==> src/core/rip_pkg.sv <==
// constants for the reset, identification and power register bank
package rip_pkg;
   localparam int unsigned REG_W          = 16;
   // register indices; byte address is four times the index
   localparam logic [8:0]  IDX_RESET_ID   = 9'h000;
   localparam logic [8:0]  IDX_PWR_OUT    = 9'h001;
   localparam logic [8:0]  IDX_PWR_IN     = 9'h002;
   localparam logic [8:0]  IDX_PWR_LINE   = 9'h003;
   localparam logic [8:0]  IDX_PWR_REC    = 9'h004;
   localparam logic [8:0]  IDX_PWR_PLAY   = 9'h005;
   localparam logic [8:0]  IDX_SRC_SEL    = 9'h006;
   localparam logic [8:0]  IDX_CUST_REV   = 9'h100;
   localparam int unsigned NUM_PWR        = 6;
   // writable masks of the power registers (undocumented bits stay zero)
   localparam logic [15:0] MASK_PWR_OUT   = 16'h3B37;
   localparam logic [15:0] MASK_PWR_IN    = 16'h6BF0;
   localparam logic [15:0] MASK_PWR_LINE  = 16'h3EF0;
   localparam logic [15:0] MASK_PWR_REC   = 16'h330F;
   localparam logic [15:0] MASK_PWR_PLAY  = 16'h3303;
   localparam logic [15:0] MASK_SRC_SEL   = 16'h07BF;
   // values after reset
   localparam logic [15:0] RST_PWR_OUT    = 16'h0000;
   localparam logic [15:0] RST_PWR_IN     = 16'h6000;
   localparam logic [15:0] RST_PWR_LINE   = 16'h0000;
   localparam logic [15:0] RST_PWR_REC    = 16'h0000;
   localparam logic [15:0] RST_PWR_PLAY   = 16'h0000;
   localparam logic [15:0] RST_SRC_SEL    = 16'h0000;
   // field positions in the customer and revision word
   localparam int unsigned CUST_LSB       = 8;
   localparam int unsigned REV_LSB        = 0;
   // field positions used by pin control
   localparam int unsigned DMIC1L_BIT     = 3;
   localparam int unsigned DMIC1R_BIT     = 2;
   localparam int unsigned AIF3_TRI_BIT   = 5;
   // soft reset pulse length in cycles
   localparam logic [1:0]  SOFT_RST_CYC   = 2'h2;
   // internal power-on reset hold, 100 ns minimum
   localparam int unsigned POR_NS         = 100;
   localparam int unsigned CLK_NS         = 10;
   localparam int unsigned POR_CYC        = (POR_NS + CLK_NS - 1) / CLK_NS;
   // wishbone slave phases
   typedef enum logic [1:0] {
      BUS_IDLE = 2'b01,
      BUS_ACK  = 2'b10
   } rip_bus_type;
endpackage : rip_pkg

==> src/core/rip_regs.sv <==
// reset, identification and power-management register bank on wishbone
// Contract
// - write to index zero restores all defaults
// - index zero reads the fixed part identifier
// - index 0x100 reads customer code and revision
// - after reset pins input, record outputs driven
// - software reset gives power-on pin states
// - shared mic pin starts as analogue input
// - writes ignored during power-on reset
`timescale 1ns/1ns
module rip_regs #(
   parameter logic [15:0] PART_ID   = 16'hA5C3,  // arbitrary identifier value
   parameter logic [7:0]  CUST_CODE = 8'h5A,     // arbitrary customer code
   parameter logic [3:0]  SI_REV    = 4'h1       // arbitrary revision
) (
   input  wire logic        clk_i,                // system clock, 100 MHz
   input  wire logic        rst_i,                // synchronous reset, active high
   input  wire logic        cyc_i,                // wishbone cycle
   input  wire logic        stb_i,                // wishbone strobe
   input  wire logic        we_i,                 // wishbone write enable
   input  wire logic [11:0] adr_i,                // wishbone byte address
   input  wire logic [3:0]  sel_i,                // wishbone byte selects
   input  wire logic [31:0] dat_i,                // wishbone write data
   output logic [31:0]      dat_o,                // wishbone read data
   output logic             ack_o,                // wishbone acknowledge
   output logic             err_o,                // unmapped address answer
   output logic [15:0]      pwr_out_o,            // output and bias enables
   output logic [15:0]      pwr_in_o,             // input and thermal enables
   output logic [15:0]      pwr_line_o,           // line and mixer enables
   output logic [15:0]      pwr_rec_o,            // record path enables
   output logic [15:0]      pwr_play_o,           // playback path enables
   output logic [15:0]      src_sel_o,            // serial port source select
   output logic             shared_mic_dig_o,     // shared mic pin digital function
   output logic             dmic_clk_oe_o,        // digital mic clock drive enable
   output logic             rec_out_oe_o,         // record data output drive enable
   output logic             port3_pd_o,           // port three pull-downs
   output logic             port3_oe_o,           // port three drive enable
   output logic             soft_rst_o            // software reset in progress
);
   localparam logic [15:0] MASKS [rip_pkg::NUM_PWR] = '{rip_pkg::MASK_PWR_OUT, rip_pkg::MASK_PWR_IN,
      rip_pkg::MASK_PWR_LINE, rip_pkg::MASK_PWR_REC, rip_pkg::MASK_PWR_PLAY, rip_pkg::MASK_SRC_SEL};
   localparam logic [15:0] RSTV [rip_pkg::NUM_PWR] = '{rip_pkg::RST_PWR_OUT, rip_pkg::RST_PWR_IN,
      rip_pkg::RST_PWR_LINE, rip_pkg::RST_PWR_REC, rip_pkg::RST_PWR_PLAY, rip_pkg::RST_SRC_SEL};

   logic                 por;
   logic                 req;
   logic [9:0]           idx;
   logic                 hit_id;
   logic                 hit_rev;
   logic                 hit_pwr;
   logic                 take;
   logic [1:0]           srst_cnt_reg;
   logic                 regs_rst;
   logic [15:0]          pwr_reg [rip_pkg::NUM_PWR];
   logic [15:0]          rd_next;
   rip_pkg::rip_bus_type bus_reg;

   // internal power-on reset stretcher
   rip_por_gen #(
      .HOLD_CYC (rip_pkg::POR_CYC)
   ) u_por (
      .clk_i (clk_i),
      .rst_i (rst_i),
      .por_o (por)
   );

   // address decode on word index
   assign req     = cyc_i && stb_i && (bus_reg == rip_pkg::BUS_IDLE);
   assign idx     = adr_i[11:2];
   assign hit_id  = (idx == {1'b0, rip_pkg::IDX_RESET_ID});
   assign hit_rev = (idx == {1'b0, rip_pkg::IDX_CUST_REV});
   assign hit_pwr = (idx >= {1'b0, rip_pkg::IDX_PWR_OUT}) && (idx <= {1'b0, rip_pkg::IDX_SRC_SEL});
   // writes are taken only once power-on reset and soft reset are over
   assign take    = req && we_i && !por && !soft_rst_o;

   // one-cycle ack or err per request, dropped the cycle after
   always_ff @(posedge clk_i) begin
      if (rst_i) begin
         bus_reg <= rip_pkg::BUS_IDLE;
         ack_o   <= 1'b0;
         err_o   <= 1'b0;
      end else begin
         unique case (bus_reg)
            rip_pkg::BUS_IDLE: begin
               ack_o <= req && (hit_id || hit_rev || hit_pwr);
               err_o <= req && !(hit_id || hit_rev || hit_pwr);
               if (req) begin
                  bus_reg <= rip_pkg::BUS_ACK;
               end
            end
            rip_pkg::BUS_ACK: begin
               ack_o   <= 1'b0;
               err_o   <= 1'b0;
               bus_reg <= rip_pkg::BUS_IDLE;
            end
         endcase
      end
   end

   // software reset: any data written to index zero starts a short pulse
   always_ff @(posedge clk_i) begin
      if (rst_i) begin
         srst_cnt_reg <= 2'h0;
      end else if (take && hit_id && (sel_i[1:0] != 2'h0)) begin
         srst_cnt_reg <= rip_pkg::SOFT_RST_CYC;
      end else if (srst_cnt_reg != 2'h0) begin
         srst_cnt_reg <= srst_cnt_reg - 2'h1;
      end
   end

   assign soft_rst_o = (srst_cnt_reg != 2'h0);
   assign regs_rst   = por || soft_rst_o;

   // power registers, undocumented bits held at zero by mask
   for (genvar g = 0; g < rip_pkg::NUM_PWR; g++) begin : g_pwr
      always_ff @(posedge clk_i) begin
         if (regs_rst) begin
            pwr_reg[g] <= RSTV[g];
         end else if (take && (idx == 10'(g + 1))) begin
            if (sel_i[0]) begin
               pwr_reg[g][7:0] <= dat_i[7:0] & MASKS[g][7:0];
            end
            if (sel_i[1]) begin
               pwr_reg[g][15:8] <= dat_i[15:8] & MASKS[g][15:8];
            end
         end
      end
   end

   assign pwr_out_o  = pwr_reg[0];
   assign pwr_in_o   = pwr_reg[1];
   assign pwr_line_o = pwr_reg[2];
   assign pwr_rec_o  = pwr_reg[3];
   assign pwr_play_o = pwr_reg[4];
   assign src_sel_o  = pwr_reg[5];

   // read multiplexer
   always_comb begin
      rd_next = 16'h0000;
      if (hit_id) begin
         rd_next = PART_ID;
      end else if (hit_rev) begin
         rd_next = 16'h0000;
         rd_next[rip_pkg::CUST_LSB +: 8] = CUST_CODE;
         rd_next[rip_pkg::REV_LSB +: 4]  = SI_REV;
      end else if (hit_pwr) begin
         rd_next = pwr_reg[idx[2:0] - 3'h1];
      end
   end

   // read data registered with the answer
   always_ff @(posedge clk_i) begin
      if (rst_i) begin
         dat_o <= 32'h0000_0000;
      end else if (req && !we_i) begin
         dat_o <= {16'h0000, rd_next};
      end
   end

   // pin state control, reset by power-on or software reset
   rip_pin_ctrl u_pins (
      .clk_i            (clk_i),
      .rst_i            (regs_rst),
      .pwr_rec_i        (pwr_rec_o),
      .src_sel_i        (src_sel_o),
      .shared_mic_dig_o (shared_mic_dig_o),
      .dmic_clk_oe_o    (dmic_clk_oe_o),
      .rec_out_oe_o     (rec_out_oe_o),
      .port3_pd_o       (port3_pd_o),
      .port3_oe_o       (port3_oe_o)
   );

   a_srst_defaults : assert property (@(posedge clk_i) disable iff (rst_i)
      (take && hit_id && sel_i[1:0] != 2'h0) |=> ##1 (pwr_in_o == rip_pkg::RST_PWR_IN && pwr_out_o == 16'h0000))
      else $error("soft reset did not restore defaults");
   a_id_read : assert property (@(posedge clk_i) disable iff (rst_i)
      (req && !we_i && hit_id) |=> (ack_o && dat_o[15:0] == PART_ID))
      else $error("index zero did not read identifier");
   a_rev_read : assert property (@(posedge clk_i) disable iff (rst_i)
      (req && !we_i && hit_rev) |=> (dat_o[15:8] == CUST_CODE && dat_o[3:0] == SI_REV && dat_o[7:4] == 4'h0))
      else $error("revision word wrong");
   a_por_ignore : assert property (@(posedge clk_i) disable iff (rst_i)
      (por && req && we_i) |=> ($stable(pwr_in_o) && !soft_rst_o && pwr_out_o == rip_pkg::RST_PWR_OUT))
      else $error("write taken during power-on reset");
   a_any_data_rst : assert property (@(posedge clk_i) disable iff (rst_i)
      (take && hit_id && sel_i[1:0] != 2'h0) |=> soft_rst_o [*2])
      else $error("write to index zero did not reset");
   a_srst_pins : assert property (@(posedge clk_i) disable iff (rst_i)
      soft_rst_o |=> (!shared_mic_dig_o && port3_pd_o && !port3_oe_o))
      else $error("pins not in reset state after soft reset");
   a_bus_ack_one : assert property (@(posedge clk_i) disable iff (rst_i)
      ack_o |=> !ack_o)
      else $error("ack held longer than one cycle");
   a_mic_start : assert property (@(posedge clk_i) disable iff (rst_i)
      $fell(por) |-> !shared_mic_dig_o && rec_out_oe_o)
      else $error("shared mic pin not analogue after power-on");
endmodule : rip_regs

==> src/core/rip_por_gen.sv <==
// internal power-on reset stretcher
`timescale 1ns/1ns
module rip_por_gen #(
   parameter int unsigned HOLD_CYC = rip_pkg::POR_CYC
) (
   input  wire logic clk_i,       // system clock
   input  wire logic rst_i,       // synchronous reset, active high
   output logic      por_o        // internal reset, active high
);
   logic [7:0] cnt_reg;

   // holds the internal reset for the minimum period after release
   always_ff @(posedge clk_i) begin
      if (rst_i) begin
         cnt_reg <= 8'h00;
      end else if (cnt_reg != HOLD_CYC[7:0]) begin
         cnt_reg <= cnt_reg + 8'h01;
      end
   end

   assign por_o = rst_i || (cnt_reg != HOLD_CYC[7:0]);

   a_por_hold_len : assert property (@(posedge clk_i) $fell(rst_i) |-> por_o [*8])
      else $error("power-on reset released too early");
endmodule : rip_por_gen

==> src/core/rip_pin_ctrl.sv <==
// digital pin state generator driven by the power registers
`timescale 1ns/1ns
module rip_pin_ctrl (
   input  wire logic        clk_i,             // system clock
   input  wire logic        rst_i,             // combined reset, active high
   input  wire logic [15:0] pwr_rec_i,         // record path enables
   input  wire logic [15:0] src_sel_i,         // serial port source selection
   output logic             shared_mic_dig_o,  // 1: shared pin is digital mic data
   output logic             dmic_clk_oe_o,     // digital mic clock output enable
   output logic             rec_out_oe_o,      // record data outputs enable
   output logic             port3_pd_o,        // port three pull-downs on
   output logic             port3_oe_o         // port three may drive
);
   // shared mic function and port three pull-downs follow the registers, other pin enables are fixed; reset forces documented pin states
   always_ff @(posedge clk_i) begin
      if (rst_i) begin
         shared_mic_dig_o <= 1'b0;
         dmic_clk_oe_o    <= 1'b1;
         rec_out_oe_o     <= 1'b1;
         port3_pd_o       <= 1'b1;
         port3_oe_o       <= 1'b0;
      end else begin
         shared_mic_dig_o <= pwr_rec_i[rip_pkg::DMIC1L_BIT] | pwr_rec_i[rip_pkg::DMIC1R_BIT];
         dmic_clk_oe_o    <= 1'b1;
         rec_out_oe_o     <= 1'b1;
         port3_pd_o       <= ~src_sel_i[rip_pkg::AIF3_TRI_BIT] ? 1'b1 : 1'b0;
         port3_oe_o       <= 1'b0;
      end
   end

   a_mic_analog_rst : assert property (@(posedge clk_i) rst_i |=> !shared_mic_dig_o)
      else $error("shared mic pin not analogue after reset");
   a_rec_out_drv : assert property (@(posedge clk_i) rst_i |=> rec_out_oe_o && dmic_clk_oe_o)
      else $error("record or mic clock output not driven after reset");
endmodule : rip_pin_ctrl

==> config.mk <==
export PLATFORM = sky130hd
export DESIGN_NAME = rip_regs
export DESIGN_NICKNAME = d
export VERILOG_FILES = /design/src/core/rip_pkg.sv /design/src/core/rip_regs.sv /design/src/core/rip_por_gen.sv /design/src/core/rip_pin_ctrl.sv
export SDC_FILE = /design/constraint.sdc
export NUM_CORES = 1
export LEC_CHECK = 0
export BUFFER_PORTS_ARGS = -buffer_cell sky130_fd_sc_hd__clkbuf_2
export CAP_MARGIN = 0
export CELL_PAD_IN_SITES_DETAIL_PLACEMENT = 1
export CELL_PAD_IN_SITES_GLOBAL_PLACEMENT = 1
export CORE_ASPECT_RATIO = 1.2
export CORE_MARGIN = 10
export CORE_UTILIZATION = 30
export CTS_CLUSTER_DIAMETER = 80
export DETAILED_ROUTE_END_ITERATION = 7
export GPL_TIMING_DRIVEN = 0
export PLACE_DENSITY_LB_ADDON = 0.3
export SLEW_MARGIN = 0
export SYNTH_ARGS = -nofsm -noshare
export SYNTH_HDL_FRONTEND = slang
export SYNTH_SLANG_ARGS = --single-unit
==> constraint.sdc <==
create_clock -name clk_i -period 4.7 [get_ports clk_i]
set_input_delay 0.94 -clock clk_i [delete_from_list [all_inputs] [get_ports clk_i]]
set_output_delay 0.94 -clock clk_i [all_outputs]
set_load 0.01 [all_outputs]
==> summary.txt <==
Timing
  • Setup WS post-layout: 0.690 ns
  • Final setup violating endpoints: 0
  • Hold Violations, Final: 0
  • Max_slew headroom: 23.8%
  • Clock Skew: 0.00348 ns
  • Fin crit period: 4.01 ns
  • Setup TNS: 0 ns
  • RSZ-0062 raised after global routing: no
  • Worst hold slack: 0.454 ns
  • Final Max Slew Viols: 0
  • Peak Freq: 0.249 GHz
  • Final worst-path cycle share: 85.3%
  • Worst slew pin tran: 1.13 ns

Clocking
  • CTS Sinks: 84
  • Worst-Skew Late Latency: 0.35 ns
  • PostCTS Resize Cnt: 0
  • CTS max path bufs: 2
  • CTS tree: done
  • Clock transition at the registers of the reported paths: 0.07 ns
  • H-tree Lvls: 3
  • # hold bufs at CTS: 0
  • Inserted Clock Buffers: 9
  • Number of post-CTS setup repair buffers: 0
  • Clock Tree Root: clkbuf_16

Cells and area
  • Most common cell after layout, fill and taps aside: clkbuf_2
  • Largest register FFs: 52
  • Register Area: 0.00220 mm²
  • # diodes: 0
  • Commonest cells after routing, fill and taps aside: clkbuf_2, buf_4, conb_1
  • Post-Route Utilization: 38.9%
  • Area Overhead vs Synth: 28.5%
  • Final Non-Filler Cells: 835
  • Design area: 0.00579 mm²
  • Area of the multi-input gates: 0.00189 mm²
  • Share of cells above drive strength 1: 31.9%
  • Filler cells: 1,766
  • Net count, final: 685

Detailed routing
  • Drt drc: 0
  • First-pass detailed-route iteration total: 6
  • Total wire length: 15.7 mm
  • Post-DRT Antenna Nets: 0
  • Vias after detailed routing: 3,785
  • Drt initial violations: 225
  • Wire per inst: 18.8 µm
  • Drt via density: 4.53

Flow run
  • Max Cap Viol: 0

Min path
  • Hold Path Class: flip-flop to flip-flop

Placement
  • Placed cell count: 819
  • DP Worst Slack: 0.342 ns
  • RD Place Congestion: 0.825
  • Port Buffers: 100
  • DP Wirelength: 12.9 mm
  • Cell Area, Placed: 0.00549 mm²

Power
  • Pleak: 2.62 nW
  • PwrDens: 296 mW/mm²
  • Peak supply drop: 129 µV
  • Overall power: 1.71 mW

Logic synthesis
  • Yosys warning count: 0
  • Post-Syn Area per Cell: 9.93 µm²
  • Mapped cell area: 0.00451 mm²
  • FF+latch count, synth: 84
  • Sequential fraction of the synthesis area: 48.8%
  • Number of synthesized flops with an enable pin: 52
  • Synth Flop Type: edfxtp_1
  • Cells after Synth: 454
  • Async SR Flop Fraction: 0%
  • Synth unique cells: 57

Floorplan
  • Core area: 0.0149 mm²
  • Row cnt: 49
  • Initial Util: 30.3%
  • Die Footprint: 0.0204 mm²
  • # IOs: 189
  • Die extent in x: 132 µm
  • DIE HEIGHT: 154 µm

Critical path
  • CP endpoint kind: flip-flop
  • Worst setup SP type: input port
  • Critical path class: input port to flip-flop
  • Data arrival, critical path: 4.26 ns
  • Worst-path fanout max: 11
  • WP data required: 4.95 ns

Global route
  • Vias in the first global route: 4,170
  • Total congestion overflow: 0
  • First-pass GRT wire length: 24.1 mm
  • All-Layer GR Usage: 15.1%
  • Initial antenna violation count: 0
  • Largest net degree at the start of global routing: 16

Outcome
  • Status: finished, final reports clean
## Yosys cell counts (5+ instances only)
| master | number | area [µm²] |
|---|---|---|
| a211oi_1 | 7 | 52.6 |
| a21oi_1 | 11 | 55.1 |
| and2_1 | 6 | 37.5 |
| and3_1 | 10 | 62.6 |
| buf_4 | 63 | 473 |
| clkbuf_1 | 15 | 56.3 |
| dfxtp_1 | 32 | 641 |
| edfxtp_1 | 52 | 1560 |
| ha_1 | 6 | 75.1 |
| inv_1 | 20 | 75.1 |
| mux2i_1 | 8 | 80.1 |
| nand2_1 | 24 | 90.1 |
| nand2b_1 | 5 | 31.3 |
| nand3_1 | 11 | 55.1 |
| nand4_1 | 8 | 50.1 |
| nor2_1 | 49 | 184 |
| nor2b_1 | 7 | 43.8 |
| nor3_1 | 26 | 130 |
| o21ai_0 | 18 | 90.1 |
| or3_1 | 5 | 31.3 |
| xor2_1 | 6 | 52.6 |
## logic make-up after synthesis
kind of cell	after synthesis	synth area share [%]
other	2	0.167
AO/OA/AOI/OAI	63	9.80
multiplexers	13	3.77
XOR/XNOR	9	1.75
flip-flops	84	48.8
AND/OR/NAND/NOR	170	19.6
adder cells (fa/ha/maj)	6	1.66
buffers and inverters	107	14.4
## final timing paths
kind	from	end	slack [ns]	cells past startpoint
hold reg to reg	srst_cnt_reg[0]$_SDFFE_PP0P_	srst_cnt_reg[0]$_SDFFE_PP0P_	0.45	1
setup / recovery	adr_i[2]	dat_o[12]$_SDFFE_PP0P_	0.69	11
hold / removal	srst_cnt_reg[0]$_SDFFE_PP0P_	srst_cnt_reg[0]$_SDFFE_PP0P_	0.45	1
setup reg to reg	u_por.cnt_reg[1]$_SDFFE_PP0P_	pwr_reg[0][0]$_SDFFCE_PN0P_	1.43	5
## worst max-delay path, stage by stage
cell	delay, ns
clkbuf_2	0.11
clkbuf_1	0.44
inv_1	0.16
clkbuf_1	0.32
ha_1	0.29
buf_2	0.17
xor2_1	0.55
clkbuf_1	0.51
mux2i_1	0.30
o211ai_1	0.15
a221oi_1	0.29
## report_power, final
group,switching [mW],internal [mW],total (mW)
Clock,0.319,0.415,0.733
Combinational,0.115,0.0767,0.192
Sequential,0.00705,0.782,0.789
## area by class of cell
cell class,count,share of cell area (%)
clock buffer,9,3.89
multi-input combinational,324,32.5
inverter,21,1.36
tap,204,4.41
buffer,86,9.87
sequential,84,38.0
clock inverter,7,1.30
timing repair buffer,100,8.64
## per-layer routing
metal / global-route usage [%] / vias to the layer above / share of wire (%) / routed length (µm)
met2: 28.4 / 108 / 55 / 8620
met3: 5.18 / 12 / 6.4 / 1000
met1: 15.7 / 1834 / 38 / 5950
met4: 3.24 / 0 / 0.99 / 155
li1: - / 1831 / - / -
met5: 0 / - / 0 / 0
Power figures use the tool's default switching activity.
